<file path="src/can_mode_pkg.sv">
// Purpose: shared constants and types for the can operating-mode control
// Assumes: 32-bit axi4-lite register bus, one word per register
// Notes: register fields sit in the low bits, upper bits read as zero
package can_mode_pkg;

  // bus widths
  localparam int DATA_W = 32;
  localparam int ADDR_W = 4;

  // register byte offsets
  localparam logic [3:0] OFF_CTRL = 4'h0;
  localparam logic [3:0] OFF_STAT = 4'h4;
  localparam logic [3:0] OFF_IE = 4'h8;
  localparam logic [3:0] OFF_DIAG = 4'hC;

  // axi response codes
  localparam logic [1:0] RESP_OKAY = 2'h0;
  localparam logic [1:0] RESP_SLVERR = 2'h2;

  // recessive bits needed to call the bus idle
  localparam logic [3:0] SYNC_BITS = 4'hB;
  localparam logic [3:0] SYNC_LAST = SYNC_BITS - 4'h1;

  // master_control_reg layout, bit 2 down to bit 0
  typedef struct packed {
    logic auto_wakeup_enable;
    logic sleep_request;
    logic init_request;
  } ctrl_t;
  localparam int CTRL_W = 3;
  localparam ctrl_t CTRL_RST = 3'h2;

  // master_status_reg layout, bit 2 down to bit 0
  typedef struct packed {
    logic wake_pending;
    logic sleep_acknowledge;
    logic init_acknowledge;
  } stat_t;
  localparam int STAT_W = 3;
  localparam int STAT_WAKE_BIT = 2;

  // diagnostic_reg layout, bit 2 down to bit 0
  typedef struct packed {
    logic rx_level;
    logic loopback_select;
    logic silent_select;
  } diag_t;
  localparam int DIAG_W = 3;
  localparam int SEL_W = 2;
  localparam logic [1:0] SEL_RST = 2'h0;

  // operating modes
  typedef enum logic [1:0] {
    MODE_SLEEP = 2'b00,
    MODE_INIT = 2'b01,
    MODE_SYNC = 2'b10,
    MODE_NORMAL = 2'b11
  } mode_t;

endpackage

</file>
<file path="src/can_mode_ctrl.sv">
// Purpose: operating-mode control of a can controller (sleep, init, normal, test)
// Assumes: bit_tick marks the sample point of each bus bit, from same-clock logic
// Notes: core_tx/core_rx use 1 = recessive; the bus pin passes a two-flop synchroniser
//
// The implementer's own choices: the AXI4-Lite register port and the register offsets.
`timescale 1ns/1ps

// Functional notes
// - reset into sleep, receive pull-up on
// - request sets acknowledge, pull-up then off
// - normal exactly when no acknowledge set
// - eleven recessive bits before bus traffic
// - init left when hardware clears acknowledge
// - init: no traffic, transmit pin recessive
// - entering init keeps configuration unchanged
// - sleep: hardware updates no status bits; wake pending is still set
// - init request during sleep not acknowledged
// - bus activity clears sleep request automatically
// - wake-up interrupt on activity when enabled
// - sleep left after sync, acknowledge cleared
// - silent: receive, send recessive, never start
// - silent: dominant bits looped back internally
// - loop-back: own frames received and stored
// - loop-back: ignore ack errors, pin disregarded
// - combined: receive pin cut, transmit recessive
// - standard and extended identifiers in hardware
module can_mode_ctrl
  import can_mode_pkg::*;
(
  // clock and reset
  input wire logic aclk,
  input wire logic aresetn,
  // axi4-lite write address
  input wire logic [ADDR_W-1:0] s_axi_awaddr,
  input wire logic s_axi_awvalid,
  output logic s_axi_awready,
  // axi4-lite write data
  input wire logic [DATA_W-1:0] s_axi_wdata,
  input wire logic [DATA_W/8-1:0] s_axi_wstrb,
  input wire logic s_axi_wvalid,
  output logic s_axi_wready,
  // axi4-lite write response
  output logic [1:0] s_axi_bresp,
  output logic s_axi_bvalid,
  input wire logic s_axi_bready,
  // axi4-lite read address
  input wire logic [ADDR_W-1:0] s_axi_araddr,
  input wire logic s_axi_arvalid,
  output logic s_axi_arready,
  // axi4-lite read data
  output logic [DATA_W-1:0] s_axi_rdata,
  output logic [1:0] s_axi_rresp,
  output logic s_axi_rvalid,
  input wire logic s_axi_rready,
  // bus pins
  input wire logic bus_receive_pin,
  output logic bus_transmit_pin,
  output logic rx_pullup_en,
  // protocol core side
  input wire logic bit_tick,
  input wire logic core_tx,
  output logic core_rx,
  output logic core_active,
  output logic core_tx_allowed,
  output logic core_ack_ignore,
  // wake-up interrupt
  output logic wakeup_irq
);

  // mode state and acknowledges
  mode_t st_r;
  logic init_ack_r;
  logic sleep_ack_r;
  logic pullup_r;
  // software registers
  ctrl_t ctrl_r;
  logic [SEL_W-1:0] sel_r;
  logic ie_r;
  logic wake_flag_r;
  logic rx_lvl_r;
  // receive pin synchroniser and edge history
  logic rx_m_r;
  logic rx_s_r;
  logic rx_prev_r;
  // bus-idle counter
  logic [3:0] sync_cnt_r;
  // axi write side holding registers
  logic aw_full_r;
  logic w_full_r;
  logic [ADDR_W-1:0] waddr_r;
  logic [DATA_W-1:0] wdata_r;
  logic wstrb0_r;
  // axi read data next value
  logic [DATA_W-1:0] rdata_nxt;
  logic [1:0] rresp_nxt;
  // decoded helpers
  logic silent;
  logic loop;
  logic rx_eff;
  logic wake_evt;
  logic sync_done;
  logic do_write;
  logic wr_ctrl;
  logic wr_stat;
  logic wr_ie;
  logic wr_diag;
  logic wr_bad;

  assign silent = sel_r[0];
  assign loop = sel_r[1];
  // loop-back feeds the core output back, real pin disregarded
  assign rx_eff = loop ? core_tx : rx_s_r;
  // bus activity while asleep: a recessive-to-dominant edge on the pin
  assign wake_evt = (st_r == MODE_SLEEP) && rx_prev_r && !rx_s_r;
  assign sync_done = (st_r == MODE_SYNC) && bit_tick && rx_eff && (sync_cnt_r == SYNC_LAST);

  // write decode, one write completes when address and data are both held
  assign do_write = aw_full_r && w_full_r && !s_axi_bvalid;
  always_comb begin
    wr_ctrl = 1'b0;
    wr_stat = 1'b0;
    wr_ie = 1'b0;
    wr_diag = 1'b0;
    wr_bad = 1'b0;
    if (!do_write || !wstrb0_r) begin
      wr_bad = 1'b0; // no write, or no byte holding fields
    end else if (waddr_r == OFF_CTRL) begin
      wr_ctrl = 1'b1;
    end else if (waddr_r == OFF_STAT) begin
      wr_stat = 1'b1;
    end else if (waddr_r == OFF_IE) begin
      wr_ie = 1'b1;
    end else if (waddr_r == OFF_DIAG) begin
      wr_diag = 1'b1;
    end else begin
      wr_bad = 1'b1;
    end
  end

  // two-flop synchroniser on the receive pin, idle recessive
  always_ff @(posedge aclk) begin
    if (!aresetn) begin
      rx_m_r <= 1'b1;
      rx_s_r <= 1'b1;
      rx_prev_r <= 1'b1;
    end else begin
      rx_m_r <= bus_receive_pin;
      rx_s_r <= rx_m_r;
      rx_prev_r <= rx_s_r;
    end
  end

  // control register; software write beats the automatic wake-up clear
  always_ff @(posedge aclk) begin
    if (!aresetn) begin
      ctrl_r <= CTRL_RST;
    end else if (wr_ctrl) begin
      ctrl_r <= wdata_r[CTRL_W-1:0];
    end else if (wake_evt && ctrl_r.auto_wakeup_enable) begin
      ctrl_r.sleep_request <= 1'b0;
    end
  end

  // interrupt enable register
  always_ff @(posedge aclk) begin
    if (!aresetn) begin
      ie_r <= 1'b0;
    end else if (wr_ie) begin
      ie_r <= wdata_r[0];
    end
  end

  // test selects only change while in init, so entering init keeps them
  always_ff @(posedge aclk) begin
    if (!aresetn) begin
      sel_r <= SEL_RST;
    end else if (wr_diag && (st_r == MODE_INIT)) begin
      sel_r <= wdata_r[SEL_W-1:0];
    end
  end

  // wake-up flag, sticky; a new event beats a write-one clear
  always_ff @(posedge aclk) begin
    if (!aresetn) begin
      wake_flag_r <= 1'b0;
    end else if (wake_evt) begin
      wake_flag_r <= 1'b1;
    end else if (wr_stat && wdata_r[STAT_WAKE_BIT]) begin
      wake_flag_r <= 1'b0;
    end
  end

  // receive level status, frozen while asleep
  always_ff @(posedge aclk) begin
    if (!aresetn) begin
      rx_lvl_r <= 1'b1;
    end else if (st_r != MODE_SLEEP) begin
      rx_lvl_r <= rx_eff;
    end
  end

  // bus-idle counter: consecutive recessive bits seen during sync
  always_ff @(posedge aclk) begin
    if (!aresetn) begin
      sync_cnt_r <= '0;
    end else if (st_r != MODE_SYNC) begin
      sync_cnt_r <= '0;
    end else if (bit_tick) begin
      sync_cnt_r <= rx_eff ? sync_cnt_r + 4'h1 : 4'h0;
    end
  end

  // mode machine with acknowledge bits and pull-up
  always_ff @(posedge aclk) begin
    if (!aresetn) begin
      st_r <= MODE_SLEEP;
      init_ack_r <= 1'b0;
      sleep_ack_r <= 1'b1;
      pullup_r <= 1'b1;
    end else begin
      case (st_r)
        MODE_SLEEP: begin
          // init request is ignored until sleep request is cleared
          if (!ctrl_r.sleep_request) begin
            if (ctrl_r.init_request) begin
              st_r <= MODE_INIT;
              init_ack_r <= 1'b1;
              sleep_ack_r <= 1'b0;
              pullup_r <= 1'b0;
            end else begin
              st_r <= MODE_SYNC;
            end
          end
        end
        MODE_INIT: begin
          if (!ctrl_r.init_request) begin
            if (ctrl_r.sleep_request) begin
              st_r <= MODE_SLEEP;
              init_ack_r <= 1'b0;
              sleep_ack_r <= 1'b1;
              pullup_r <= 1'b0;
            end else begin
              st_r <= MODE_SYNC;
            end
          end
        end
        MODE_SYNC: begin
          if (ctrl_r.init_request) begin
            st_r <= MODE_INIT;
            init_ack_r <= 1'b1;
            sleep_ack_r <= 1'b0;
            pullup_r <= 1'b0;
          end else if (ctrl_r.sleep_request) begin
            st_r <= MODE_SLEEP;
            init_ack_r <= 1'b0;
            sleep_ack_r <= 1'b1;
            pullup_r <= 1'b0;
          end else if (sync_done) begin
            // acknowledges drop only once the bus is idle
            st_r <= MODE_NORMAL;
            init_ack_r <= 1'b0;
            sleep_ack_r <= 1'b0;
          end
        end
        default: begin
          if (ctrl_r.init_request) begin
            st_r <= MODE_INIT;
            init_ack_r <= 1'b1;
            pullup_r <= 1'b0;
          end else if (ctrl_r.sleep_request) begin
            st_r <= MODE_SLEEP;
            sleep_ack_r <= 1'b1;
            pullup_r <= 1'b0;
          end
        end
      endcase
    end
  end

  // pin, core and interrupt outputs, all registered
  always_ff @(posedge aclk) begin
    if (!aresetn) begin
      bus_transmit_pin <= 1'b1;
      core_rx <= 1'b1;
      core_active <= 1'b0;
      core_tx_allowed <= 1'b0;
      core_ack_ignore <= 1'b0;
      rx_pullup_en <= 1'b1;
      wakeup_irq <= 1'b0;
    end else begin
      // recessive outside normal mode and whenever silent
      bus_transmit_pin <= (st_r != MODE_NORMAL) || silent || core_tx;
      // silent alone lets own dominant bits reach the core; same path serves both id formats
      core_rx <= silent && !loop ? (rx_s_r && core_tx) : rx_eff;
      core_active <= (st_r == MODE_NORMAL);
      core_tx_allowed <= (st_r == MODE_NORMAL) && !silent;
      core_ack_ignore <= loop;
      rx_pullup_en <= pullup_r;
      wakeup_irq <= wake_flag_r && ie_r;
    end
  end

  // axi write channel: hold address and data, answer when both are in
  always_ff @(posedge aclk) begin
    if (!aresetn) begin
      aw_full_r <= 1'b0;
      w_full_r <= 1'b0;
      waddr_r <= '0;
      wdata_r <= '0;
      wstrb0_r <= 1'b0;
      s_axi_awready <= 1'b1;
      s_axi_wready <= 1'b1;
      s_axi_bvalid <= 1'b0;
      s_axi_bresp <= RESP_OKAY;
    end else begin
      if (s_axi_awvalid && s_axi_awready) begin
        aw_full_r <= 1'b1;
        waddr_r <= s_axi_awaddr;
        s_axi_awready <= 1'b0;
      end
      if (s_axi_wvalid && s_axi_wready) begin
        w_full_r <= 1'b1;
        wdata_r <= s_axi_wdata;
        wstrb0_r <= s_axi_wstrb[0];
        s_axi_wready <= 1'b0;
      end
      if (do_write) begin
        aw_full_r <= 1'b0;
        w_full_r <= 1'b0;
        s_axi_bvalid <= 1'b1;
        s_axi_bresp <= wr_bad ? RESP_SLVERR : RESP_OKAY;
      end
      if (s_axi_bvalid && s_axi_bready) begin
        s_axi_bvalid <= 1'b0;
        s_axi_awready <= 1'b1;
        s_axi_wready <= 1'b1;
      end
    end
  end

  // read decode
  always_comb begin
    rdata_nxt = '0;
    rresp_nxt = RESP_OKAY;
    if (s_axi_araddr == OFF_CTRL) begin
      rdata_nxt[CTRL_W-1:0] = ctrl_r;
    end else if (s_axi_araddr == OFF_STAT) begin
      rdata_nxt[STAT_W-1:0] = {wake_flag_r, sleep_ack_r, init_ack_r};
    end else if (s_axi_araddr == OFF_IE) begin
      rdata_nxt[0] = ie_r;
    end else if (s_axi_araddr == OFF_DIAG) begin
      rdata_nxt[DIAG_W-1:0] = {rx_lvl_r, sel_r};
    end else begin
      rresp_nxt = RESP_SLVERR;
    end
  end

  // axi read channel, one read in flight
  always_ff @(posedge aclk) begin
    if (!aresetn) begin
      s_axi_arready <= 1'b1;
      s_axi_rvalid <= 1'b0;
      s_axi_rdata <= '0;
      s_axi_rresp <= RESP_OKAY;
    end else if (s_axi_arvalid && s_axi_arready) begin
      s_axi_arready <= 1'b0;
      s_axi_rvalid <= 1'b1;
      s_axi_rdata <= rdata_nxt;
      s_axi_rresp <= rresp_nxt;
    end else if (s_axi_rvalid && s_axi_rready) begin
      s_axi_rvalid <= 1'b0;
      s_axi_arready <= 1'b1;
    end
  end

endmodule

</file>
<file path="config.mk">
export PLATFORM = sky130hd
export DESIGN_NAME = can_mode_ctrl
export DESIGN_NICKNAME = d
export VERILOG_FILES = /design/src/can_mode_pkg.sv /design/src/can_mode_ctrl.sv
export SDC_FILE = /design/constraint.sdc
export NUM_CORES = 1
export LEC_CHECK = 0
export ABC_AREA = 1
export BUFFER_PORTS_ARGS = -buffer_cell sky130_fd_sc_hd__buf_2
export CAP_MARGIN = 0
export CORE_MARGIN = 3
export CORE_UTILIZATION = 24
export CTS_CLUSTER_DIAMETER = 200
export CTS_CLUSTER_SIZE = 14
export DETAILED_ROUTE_END_ITERATION = 12
export GPL_TIMING_DRIVEN = 0
export PLACE_DENSITY_LB_ADDON = 0.05
export SETUP_SLACK_MARGIN = 0.1
export SLEW_MARGIN = 5
export SYNTH_ARGS = -nofsm -noshare
export SYNTH_HDL_FRONTEND = slang
export SYNTH_SLANG_ARGS = --single-unit
</file>
<file path="constraint.sdc">
create_clock -name aclk -period 1.4 [get_ports aclk]
set_input_delay 0.14 -clock aclk [delete_from_list [all_inputs] [get_ports aclk]]
set_output_delay 0.14 -clock aclk [all_outputs]
set_load 0.005 [all_outputs]
</file>
# Yosys cells after proc, flatten, opt, wreduce, memory -nomap -nowiden
# Index checks and enable logic that the tools add are counted.
[word_totals]
register_bits = 49
input_bits = 54
output_inout_bits = 48
[op_classes]
n_addsub = 1
eq_ne = 18
muxes = 69
n_bitwise = 1
n_reduce_logical = 45
[op_table]
columns = ["op", "count"]
rows = [
  ["$mux W1", 46],
  ["$mux W2", 15],
  ["$eq A4 B4 Y1 const B", 5],
  ["$logic_and A1 B1 Y1", 19],
  ["$ne A2 B2 Y1 const B", 6],
  ["$mux W3", 3],
  ["$eq A4 B3 Y1 const B", 2],
  ["$logic_not A4 Y1", 2],
  ["$reduce_and A4 Y1", 2],
  ["$reduce_bool A2 Y1", 4],
  ["$logic_not A1 Y1", 6],
  ["$pmux W2 S3", 1],
  ["$reduce_bool A3 Y1", 2],
  ["$reduce_or A2 Y1", 3],
  ["$reduce_and A5 Y1", 1],
  ["$reduce_bool A5 Y1", 1],
  ["$add A4 B1 Y4 const B", 1],
  ["$eq A2 B2 Y1 const B", 2],
  ["$mux W4", 1],
  ["$ne A4 B4 Y1 const B", 1],
  ["$pmux W1 S2", 2],
  ["$logic_or A1 B1 Y1", 3],
  ["$ne A3 B1 Y1 const B", 1],
  ["$pmux W1 S3", 1],
  ["other kinds (4)", 4],
]

# Depth between registers and ports, before layout
# Gate-level depths: netlist of the first run.
[depth]
ltp_word = 8
ltp_mapped = 12
depth_no_buf = 11

# Worst setup path after synthesis of the first run
# No wires, ideal clock.
[synth_path]
path_kind = "register to register"
from = "register st_r[0]"
to = "register st_r[0]"
t_arrival_ns = 1.223
required_time_ns = 1.285
path_slack_ns = 0.062
stages_incl_launch_ff = 10
n_path_buf = 1
path_cell_list = "dfxtp_1 > inv_1 > ha_1 > buf_2 > nor2_1 > nand3_2 > nand2_2 > inv_2 > a21oi_1 > nor2_1"
[synth_via]
elab_chain_len = 6
[synth_lines]
columns = ["item", "line_no", "rtl"]
rows = [
  ["start, declared", "can_mode_ctrl.sv:71", "mode_t st_r;"],
  ["start signal, assigned", "can_mode_ctrl.sv:216", "st_r <= MODE_SLEEP;"],
  ["start signal, assigned", "can_mode_ctrl.sv:226", "st_r <= MODE_INIT;"],
  ["start signal, assigned", "can_mode_ctrl.sv:231", "st_r <= MODE_SYNC;"],
  ["$eq A2 B2 Y1", "can_mode_ctrl.sv:115, can_mode_ctrl.sv:221", ""],
  ["$logic_and A1 B1 Y1 (3 in a row)", "can_mode_ctrl.sv:115", "assign sync_done = (st_r == MODE_SYNC) && bit_tick && rx_eff && (sync_cnt_r == SYNC_LAST);"],
  ["$ne A4 B4 Y1 (no line)", "--", ""],
  ["$reduce_and A4 Y1 (no line)", "--", ""],
]
# Parallel ways exist; a longest one is shown, timed or not.
# A chain may end at the register's enable or synchronous reset.

# Final worst setup path of the first run
# Same ends and word-level chain as after synthesis.

==> reports/metrics.yaml, run 1 <==
pwr:
  leakagePower_nw: 1.45
  vdd.ir_drop.worst_uv: 353
  p_per_area_nw_per_um2: 1150
synth:
  yosys-mux-area-fraction_pct: 0
  yosys_warnings: 0
  synth-compound-area-share_pct: 11.1
  synth_largest_area_cell: "dfxtp_1"
  netlist_instances: 308
  yosys.area_share.simple_pct: 26.3
  synthTopCellsByArea: "dfxtp_1 (41%), buf_4 (10%), nand2_1 (8.5%)"
  syn-cell-area_sq_um: 2290
  synth_sequential_area_ratio_pct: 41.1
  synth_cell_type_count: 29
  async_reset_ff_share_pct: 0
  syn-mean-instance-area_sq_um: 7.43
  synth_common_cells: "nand2_1 (52), dfxtp_1 (47), nor2_1 (45), buf_4 (31), inv_1 (30)"
  synth-adder-area-share_pct: 3.28
  synthMostInstantiatedCell: "nand2_1"
  combinational_family_with_the_most_area_after_synthesis: "simple AND/OR/NAND/NOR gates"
  ys_ff_latch: 47
  synth.top_cell.area_share_pct: 41.1
  synth_xor_xnor_area_share_pct: 0.766
  synth-edff-count: 0
  synth_ff_type: "dfxtp_1"
cells_and_area:
  antennaDiodeCount: 0
  finish.net_count: 447
  final_area_sq_um: 2950
  final.fill_count: 971
  sequential_cell_area_sq_um: 947
  final_layout_size_suffix_gt1_share_pct: 30.9
  areaGrowthSynthToFinish_pct: 29.2
  multi_input_gate_area_sq_um: 1140
timing:
  worst_clock_skew_ns: 0.0151
  setup_viol: 0
  period_share_pct: 93.4
  clock.fmax_mhz: 765
  finalHoldViolCount: 0
  setup_repair_after_global_routing_missed_its_margin: "yes"
  fin_crit_ns: 1.31
  postLayoutSetupSlackWorst_ns: 0.0923
  drv_slew: 0
grt:
  grt_pass1_wl_microns: 9040
  number_of_global_route_vias_before_repair: 1842
  grt_use_total_pct: 10.1
  grt_antenna_before_repair: 0
  grt_max_degree: 14
  grt_overflow_total: 0
drt:
  route.detailed.vias_per_inst: 3.82
  drt_pass1_iterations: 4
  wl_microns: 5320
  detail_route.drc_violations: 0
  dr_total_vias: 1962
  detail_route.wl_per_cell_microns: 10.3
  detail-route-antenna-nets: 0
  drt_first_iter_violations: 67
clock_network:
  max-clock-path-buffers: 2
  clock_sink_count: 47
  tritoncts: "done"
  htree_num_levels: 2
  clk_pin_slew_ns: 0.08
  cts_root_buffer: "clkbuf_8"
  clk-insertion-delay-late_ns: 0.30
  number_of_cts_inserted_buffers: 5
setup_path:
  timing.critical_path.cells: "inv_4, ha_4, buf_6, nor2_1, nor2_1, a21oi_2, nand3_1, nand2_1, nor2_1"
  cp_top_family: "flip-flops"
  critPathMostFrequentCell: "nor2_1"
  crit_required_ns: 1.59
  slowest_delay_ns: 0.40
  path_max_fanout: 6
  critical_path_arrival_ns: 1.49
  category_of_the_worst_setup_path_capture_point: "flop"
  critical_path_class: "flop to flop"
  timing.critical_path.buf_inv: 2
  timing.critical_path.slowest_stage_cell: "dfxtp_4"
  setup.worst_path.start_class: "flop"
placed_design:
  port_buffers: 38
  gp_congestion: 0.752
  place.detailed.hpwl_microns: 4040
  placed_inst_area_sq_um: 2750
  dp_slack_ns: -0.0339
floorplan:
  floorplan.die.height_microns: 104
  rows: 34
  boundaryPins: 102
  initial_utilization_pct: 25.5
  placeableCoreArea_sq_um: 8980
  die_w_microns: 104
  die_outline_area_sq_um: 10700
min_path:
  min-delay-path-class: "primary input to flop"
flow_run:
  drv.max_cap_violation_count: 0
status:
  outcome: "finished clean"
==> cell usage in the layout (no fill, tap or decap), types with 4 or more instances in the layout <==
master    Yosys  layout
nand2_1      52      52
dfxtp_1      47      44
nor2_1       45      42
buf_2         2      39
buf_4        31      35
conb_1        1      31
inv_1        30      27
o21ai_0      24      21
a21oi_1      16      14
nand3_1      11      11
inv_2         5       7
clkbuf_8      1       6
nand2_2       8       6
nor3_1        5       4
nand4_1       4       4
==> cells by family after synthesis <==
logic type | count (synthesis)
flops | 47
compound gates | 47
simple gates | 134
buf+inv | 71
fa+ha+maj | 6
xor+xnor | 2
other cells | 1
==> routing by layer <==
layer,vias up,wire [microns],global-route usage (%)
met1,843,2590,13.4
met5,-,0,0
li1,1066,-,-
met4,0,33,2.85
met3,4,264,2.55
met2,49,2430,16.4
==> state kept, by name, indices dropped and copies added (netlist names), 2 cells and up <==
signal / cells
sync_cnt_r: 4
waddr_r: 4
ctrl_r: 3
s_axi_rdata: 3
wdata_r: 3
sel_r: 2
st_r: 2
==> power breakdown <==
part,internal (mW),switching [mW],leakage [nW]
clock,0.352,0.468,0.0422
sequential,1.47,0.0828,0.387
combinational,0.460,0.579,1.02
==> timing repair <==
item | CTS | global route
hold buffers | 0 | 0
gates cloned | 0 | 0
pin swaps | 7 | 6
resized for setup | 19 | 8
buffers inserted | 2 | 2
endpoints found under the setup margin | 7 | 9
==> area by class of cell <==
type	count	area share [%]
Multi-Input combinational cell	220	38.7
Sequential cell	47	32.1
Buffer	35	9.02
Timing Repair Buffer	42	7.45
Tap cell	126	5.34
Inverter	36	4.66
Clock buffer	7	2.58
Clock inverter	1	0.169
==> metrics by stage <==
| stage | util, % | cells | total power, mW | hold WS [ns] | TNS [ns] |
|---|---|---|---|---|---|
| floorplan | - | 338 | 2.19 | 0.244 | 0 |
| global placement | 30.7 | 502 | 2.40 | 0.328 | -0.0685 |
| detailed placement | 30.7 | 502 | 2.41 | 0.331 | -0.0629 |
| CTS | 32.5 | 512 | 3.43 | 0.0180 | 0 |
| global route | 32.9 | 514 | 3.65 | 0.0202 | 0 |
| finish | 32.9 | 514 | 3.41 | 0.0338 | 0 |
==> final timing paths <==
check / start / end / slack (ns) / cells past startpoint
max: st_r[0]$_SDFFE_PN0P_ / st_r[0]$_SDFFE_PN0P_ / 0.09 / 9
min: bus_receive_pin / rx_m_r$_SDFF_PN1_ / 0.03 / 2
max reg2reg: st_r[0]$_SDFFE_PN0P_ / st_r[0]$_SDFFE_PN0P_ / 0.09 / 9
min reg2reg: rx_m_r$_SDFF_PN1_ / rx_s_r$_SDFF_PN1_ / 0.43 / 1
Note: power is estimated with default switching activity, not from simulation.
==> run 2: changes to the inputs <==
CTS_BUF_LIST = sky130_fd_sc_hd__clkbuf_16   (was not set)
MAX_ROUTING_LAYER = met4   (was not set)
==> reports/metrics.yaml, run 2 (synthesized netlist as in run 1, its figures left out) <==
status:
  outcome: "finished clean"
placed_design:
  port_buffers: 38  # unchanged
  place.detailed.hpwl_microns: 4040  # unchanged
  gp_congestion: 0.762  # +1.3%
timing:
  fin_crit_ns: 1.30  # -0.00402 ns
  setup_repair_after_global_routing_missed_its_margin: "yes"
  timing.setup.tns_ns: 0  # unchanged
  finalHoldViolCount: 0  # unchanged
  clock.fmax_mhz: 767  # +0.31%
  setup_viol: 0  # unchanged
  drv_slew: 0  # unchanged
  worst_clock_skew_ns: 0.00802  # -0.00710 ns
  period_share_pct: 93.1  # -0.29 points
setup_path:
  category_of_the_worst_setup_path_capture_point: "flop"
  setup.worst_path.start_class: "flop"
  timing.critical_path.slowest_stage_cell: "dfxtp_4"
  path_max_fanout: 6  # unchanged
  timing.critical_path.cells: "inv_4, ha_4, buf_6, nor2_1, nor2_1, a21oi_2, nand3_1, nand2_1, nor2_1"
  crit_required_ns: 1.57  # -0.02 ns
  slowest_delay_ns: 0.39  # about the same
  critical_path_arrival_ns: 1.48  # about the same
  critical_path_class: "flop to flop"
  critPathMostFrequentCell: "nor2_1"
cells_and_area:
  areaGrowthSynthToFinish_pct: 33.5
  antennaDiodeCount: 0  # unchanged
  final.fill_count: 963  # -0.82%
  reg.largest.list: "sync_cnt_r: 4 flops, waddr_r: 4 flops"
  final_core_util_pct: 34.0  # +1.1 points
  final_layout_size_suffix_gt1_share_pct: 32.3  # +1.4 points
  mostFrequentLayoutCell: "nand2_1"
  finish.net_count: 449  # +0.45%
  most-common-layout-cells: "nand2_1 (50), dfxtp_1 (44), nor2_1 (42)"
grt:
  grt_use_total_pct: 10.4  # +0.25 points
  grt_max_degree: 14  # unchanged
  number_of_global_route_vias_before_repair: 1825  # -0.92%
  grt_antenna_before_repair: 0  # unchanged
  grt_overflow_total: 0  # unchanged
  grt_pass1_wl_microns: 9010  # -0.31%
clock_network:
  cts_root_buffer: "clkbuf_16"
  tritoncts: "done"
  clock_sink_count: 47  # unchanged
  clk_pin_slew_ns: 0.06  # -0.02 ns
  htree_num_levels: 2  # unchanged
  max-clock-path-buffers: 2  # unchanged
  cts_hold_buf: 0  # unchanged
  clk-insertion-delay-late_ns: 0.28  # -0.02 ns
  number_of_cts_inserted_buffers: 5  # unchanged
pwr:
  power.combinational.fraction_pct: 29.3  # -1.2 points
  p_switching_mw: 1.18  # +4.4%
  leakagePower_nw: 1.50  # +3.7%
  power.share.sequential_pct: 40.8  # -4.7 points
  clock_power_share_pct: 29.9  # +5.8 points
  switching_share_pct: 31.0  # -2.1 points
  power.total_mw: 3.80  # +12%
  p_per_area_nw_per_um2: 1250  # +7.9%
  vdd.ir_drop.worst_uv: 523  # +48%
  p_int_mw: 2.62  # +15%
floorplan:
  rows: 34  # unchanged
  die_w_microns: 104  # unchanged
  floorplan.die.height_microns: 104  # unchanged
  initial_utilization_pct: 25.5  # unchanged
  placeableCoreArea_sq_um: 8980  # unchanged
  die_outline_area_sq_um: 10700  # unchanged
  boundaryPins: 102  # unchanged
min_path:
  min-delay-path-class: "primary input to flop"
drt:
  drt_first_iter_violations: 51  # -24%
  wl_microns: 5290  # -0.45%
  detail_route.drc_violations: 0  # unchanged
  detail_route.wl_per_cell_microns: 10.3  # -0.84%
  dr_total_vias: 1963  # +0.051%
  detail-route-antenna-nets: 0  # unchanged
  route.detailed.vias_per_inst: 3.80  # -0.34%
  drt_pass1_iterations: 4  # unchanged
flow_run:
  drv.max_cap_violation_count: 0  # unchanged
## run 2: worst max-delay path: cells and delay by family, from the launching register on
family / cells / cell delay [ns]
DFF: 1 / 0.39
and+or+nand+nor: 5 / 0.34
buffers and inverters: 2 / 0.18
adders and majority gates: 1 / 0.15
AOI/OAI and AO/OA: 1 / 0.13
## run 2: final timing paths
kind | start | end | slack [ns] | depth (start not counted)
hold / removal | bus_receive_pin | rx_m_r$_SDFF_PN1_ | 0.04 | 2
hold reg to reg | rx_m_r$_SDFF_PN1_ | rx_s_r$_SDFF_PN1_ | 0.43 | 1
setup reg to reg | st_r[0]$_SDFFE_PN0P_ | st_r[0]$_SDFFE_PN0P_ | 0.1 | 9
setup / recovery | st_r[0]$_SDFFE_PN0P_ | st_r[0]$_SDFFE_PN0P_ | 0.1 | 9
## run 2: through the flow
| stage | instance area (sq um) | hold WS, ns | instances | setup WS (ns) |
|---|---|---|---|---|
| final | 3050 | 0.0446 | 516 | 0.0963 |
| after detailed placement | 2750 | 0.331 | 502 | -0.0339 |
| after global placement | 2750 | 0.328 | 502 | -0.0393 |
| after CTS | 2980 | 0.0382 | 512 | 0.104 |
| after floorplan | 2400 | 0.244 | 338 | 0.108 |
| after global routing | 3050 | 0.0429 | 516 | 0.0161 |
## run 2: timing repair
| action | in CTS | in global routing |
|---|---|---|
| resized for setup | 19 | 15 |
| endpoints found under the setup margin | 7 | 8 |
| pin swaps | 7 | 10 |
| setup buffers | 2 | 4 |
## run 2: power groups by stage
stage | combinational [mW] | clock, mW | sequential, mW
final | 1.11 | 1.14 | 1.55
after global routing | 1.26 | 1.23 | 1.57
after CTS | 1.02 | 1.19 | 1.55
after detailed placement | 0.840 | 0 | 1.57
after global placement | 0.838 | 0 | 1.57
after floorplan | 0.639 | 0 | 1.55
## run 2: final cells by class
type / instances / area [sq um] / share of cell area, %
multi-input cells: 220 / 1170 / 38.3
flip-flops and latches: 47 / 947 / 31.0
plain buffers: 35 / 267 / 8.73
repair buffers: 44 / 239 / 7.82
well taps: 126 / 158 / 5.16
inverters: 36 / 138 / 4.51
clock buffers: 5 / 125 / 4.10
clock inverters: 3 / 12.5 / 0.410
## run 2: layer usage
metal / wire length (microns) / track usage (%) / vias to the layer above
li1: - / - / 1068
met1: 2560 / 13.5 / 834
met2: 2410 / 16.4 / 56
met3: 285 / 2.49 / 5
met4: 41 / 2.56 / 0
met5: 0 / - / -
==> run 3: changes to the inputs <==
CORE_ASPECT_RATIO = 0.9   (was not set)
CORE_UTILIZATION = 34   (was 24)
==> reports/metrics.yaml, run 3 (synthesized netlist as in run 1, its figures left out) <==
pwr:
  power.total_mw: 3.86  # +1.4%
  p_int_mw: 2.68  # +2.2%
  p_per_area_nw_per_um2: 1280  # +2.4%
  leakagePower_nw: 1.50  # about the same
  clock_power_share_pct: 28.6  # -1.3 points
  switching_share_pct: 30.5  # -0.55 points
  power.combinational.fraction_pct: 30.9  # +1.6 points
  vdd.ir_drop.worst_uv: 594  # +14%
  p_switching_mw: 1.18  # -0.34%
  power.share.sequential_pct: 40.5  # -0.3 points
drt:
  detail-route-antenna-nets: 0  # unchanged
  wl_microns: 4960  # -6.3%
  detail_route.drc_violations: 0  # unchanged
  drt_pass1_iterations: 4  # unchanged
  detail_route.wl_per_cell_microns: 10.3  # +0.78%
  route.detailed.vias_per_inst: 4.14  # +8.8%
  drt_first_iter_violations: 49  # -3.9%
  dr_total_vias: 1986  # +1.2%
grt:
  grt_pass1_wl_microns: 8010  # -11%
  grt_max_degree: 14  # unchanged
  number_of_global_route_vias_before_repair: 1793  # -1.8%
  grt_antenna_before_repair: 0  # unchanged
  grt_overflow_total: 0  # unchanged
  grt_use_total_pct: 13.1  # +2.7 points
setup_path:
  crit_required_ns: 1.62  # +0.05 ns
  timing.critical_path.buf_inv: 4  # +2
  timing.critical_path.slowest_stage_cell: "dfxtp_4"
  worstSetupEndpoint: "st_r[1]$_SDFFE_PN0P_"
  cp_top_family: "simple AND/OR/NAND/NOR gates"
  slowest_delay_ns: 0.37  # -0.02 ns
  critical_path_class: "flop to flop"
  critical_path_arrival_ns: 1.51  # +0.03 ns
  worst_r2r_endpoint: "st_r[1]$_SDFFE_PN0P_"
  worst_case_register_to_register_setup_slack_ns: 0.11  # about the same
  worstSetupPathDepth: 12  # +3
  category_of_the_worst_setup_path_capture_point: "flop"
  setup.worst_path.start_class: "flop"
  path_max_fanout: 6  # unchanged
  timing.critical_path.cells: "inv_4, ha_4, buf_6, nand2_4, nand2_4, inv_2, nand2_2, inv_2, nand2_2, nand2_1, nand2_1, nor2_1"
  r2r_cells: 12  # +3
  critical_path.reg2reg.startpoint: "st_r[1]$_SDFFE_PN0P_"
  critical_path.startpoint: "st_r[1]$_SDFFE_PN0P_"
timing:
  fin_crit_ns: 1.29  # -0.0128 ns
  period_share_pct: 92.2  # -0.91 points
  drv_slew: 0  # unchanged
  setup_viol: 0  # unchanged
  fin_hold_ws_ns: 0.0422  # -0.00236 ns
  finalHoldViolCount: 0  # unchanged
  setup_repair_after_global_routing_missed_its_margin: "yes"
  timing.setup.tns_ns: 0  # unchanged
  worst_clock_skew_ns: 0.00535  # -0.00268 ns
  postLayoutSetupSlackWorst_ns: 0.109  # +0.0128 ns
  clock.fmax_mhz: 775  # +0.99%
cells_and_area:
  reg.largest.list: "sync_cnt_r: 4 flops, waddr_r: 4 flops"
  finish.net_count: 452  # +0.67%
  antennaDiodeCount: 0  # unchanged
  final_area_sq_um: 3030  # -0.90%
  most-common-layout-cells: "nand2_1 (52), dfxtp_1 (45), nor2_1 (41)"
  stdcell_count: 480  # -7.0%
  mostFrequentLayoutCell: "nand2_1"
  areaGrowthSynthToFinish_pct: 32.3
  final_layout_size_suffix_gt1_share_pct: 33.3  # +1.0 points
  final_core_util_pct: 47.9  # +14 points
floorplan:
  floorplan.die.height_microns: 83.8  # -19%
  die_outline_area_sq_um: 7750  # -28%
  die_w_microns: 92.5  # -11%
  boundaryPins: 102  # unchanged
  placeableCoreArea_sq_um: 6320  # -30%
  initial_utilization_pct: 36.2  # +11 points
  rows: 27  # -21%
status:
  outcome: "finished clean"
clock_network:
  number_of_cts_inserted_buffers: 5  # unchanged
  max-clock-path-buffers: 2  # unchanged
  clock_sink_count: 47  # unchanged
  cts_hold_buf: 0  # unchanged
  clk-insertion-delay-late_ns: 0.28  # about the same
  htree_num_levels: 2  # unchanged
  cts_root_buffer: "clkbuf_16"
  clk_pin_slew_ns: 0.06  # about the same
  tritoncts: "done"
min_path:
  min-delay-path-class: "primary input to flop"
  hold-path-cell-count: 2  # unchanged
flow_run:
  drv.max_cap_violation_count: 0  # unchanged
placed_design:
  port_buffers: 38  # unchanged
  dp_slack_ns: -0.0239  # +0.00995 ns
  placed_instance_count: 463  # -7.8%
  gp_congestion: 0.781  # +2.5%
  placed_inst_area_sq_um: 2700  # -1.8%
  place.detailed.hpwl_microns: 3740  # -7.6%
## run 3: cell types whose count changed in the layout (fill, tap and decap cells not counted), moves of 2 or more
cell,delta
a21oi_2,+2
buf_4,+4
clkinv_1,+3
dfxtp_2,-2
inv_1,-2
nand2_1,+2
nand2_2,-2
o21ai_1,-3
o21ai_2,+3
## run 3: worst min-delay path by stage
stage	start	endpoint	slack, ns
after floorplan	core_tx	bus_transmit_pin$_SDFF_PN1_	0.24
after global placement	bus_receive_pin	rx_m_r$_SDFF_PN1_	0.32
after detailed placement	bus_receive_pin	rx_m_r$_SDFF_PN1_	0.33
after CTS	bus_receive_pin	rx_m_r$_SDFF_PN1_	0.04
after global routing	bus_receive_pin	rx_m_r$_SDFF_PN1_	0.05
final	bus_receive_pin	rx_m_r$_SDFF_PN1_	0.04
## run 3: per-layer routing
metal,routed length [microns],GRT usage [%]
met1,2380,16.9
met2,2180,20.2
met3,334,2.98
met4,61,4.45
met5,0,-
## run 3: layout make-up
class,instances,area (sq um)
fill,649,3290
multi-input combinational,220,1170
sequential,47,948
buffer,35,267
timing repair buffer,47,258
inverter,36,140
clock buffer,5,125
tap,87,109
clock inverter,3,11.3
## run 3: what timing repair did
item,4_1_cts,5_1_grt
gates cloned,0,0
gates resized for setup,12,24
setup buffers,4,5
endpoints found under the setup margin,7,8
pin swaps,2,15
## run 3: power by group through the flow
stage                     clock network [mW]  logic, mW  registers (mW)
final                                   1.10       1.19            1.56
after global placement                     0      0.824            1.56
after CTS                               1.15      0.986            1.54
after global routing                    1.21       1.36            1.58
after floorplan                            0      0.639            1.55
after detailed placement                   0      0.830            1.56
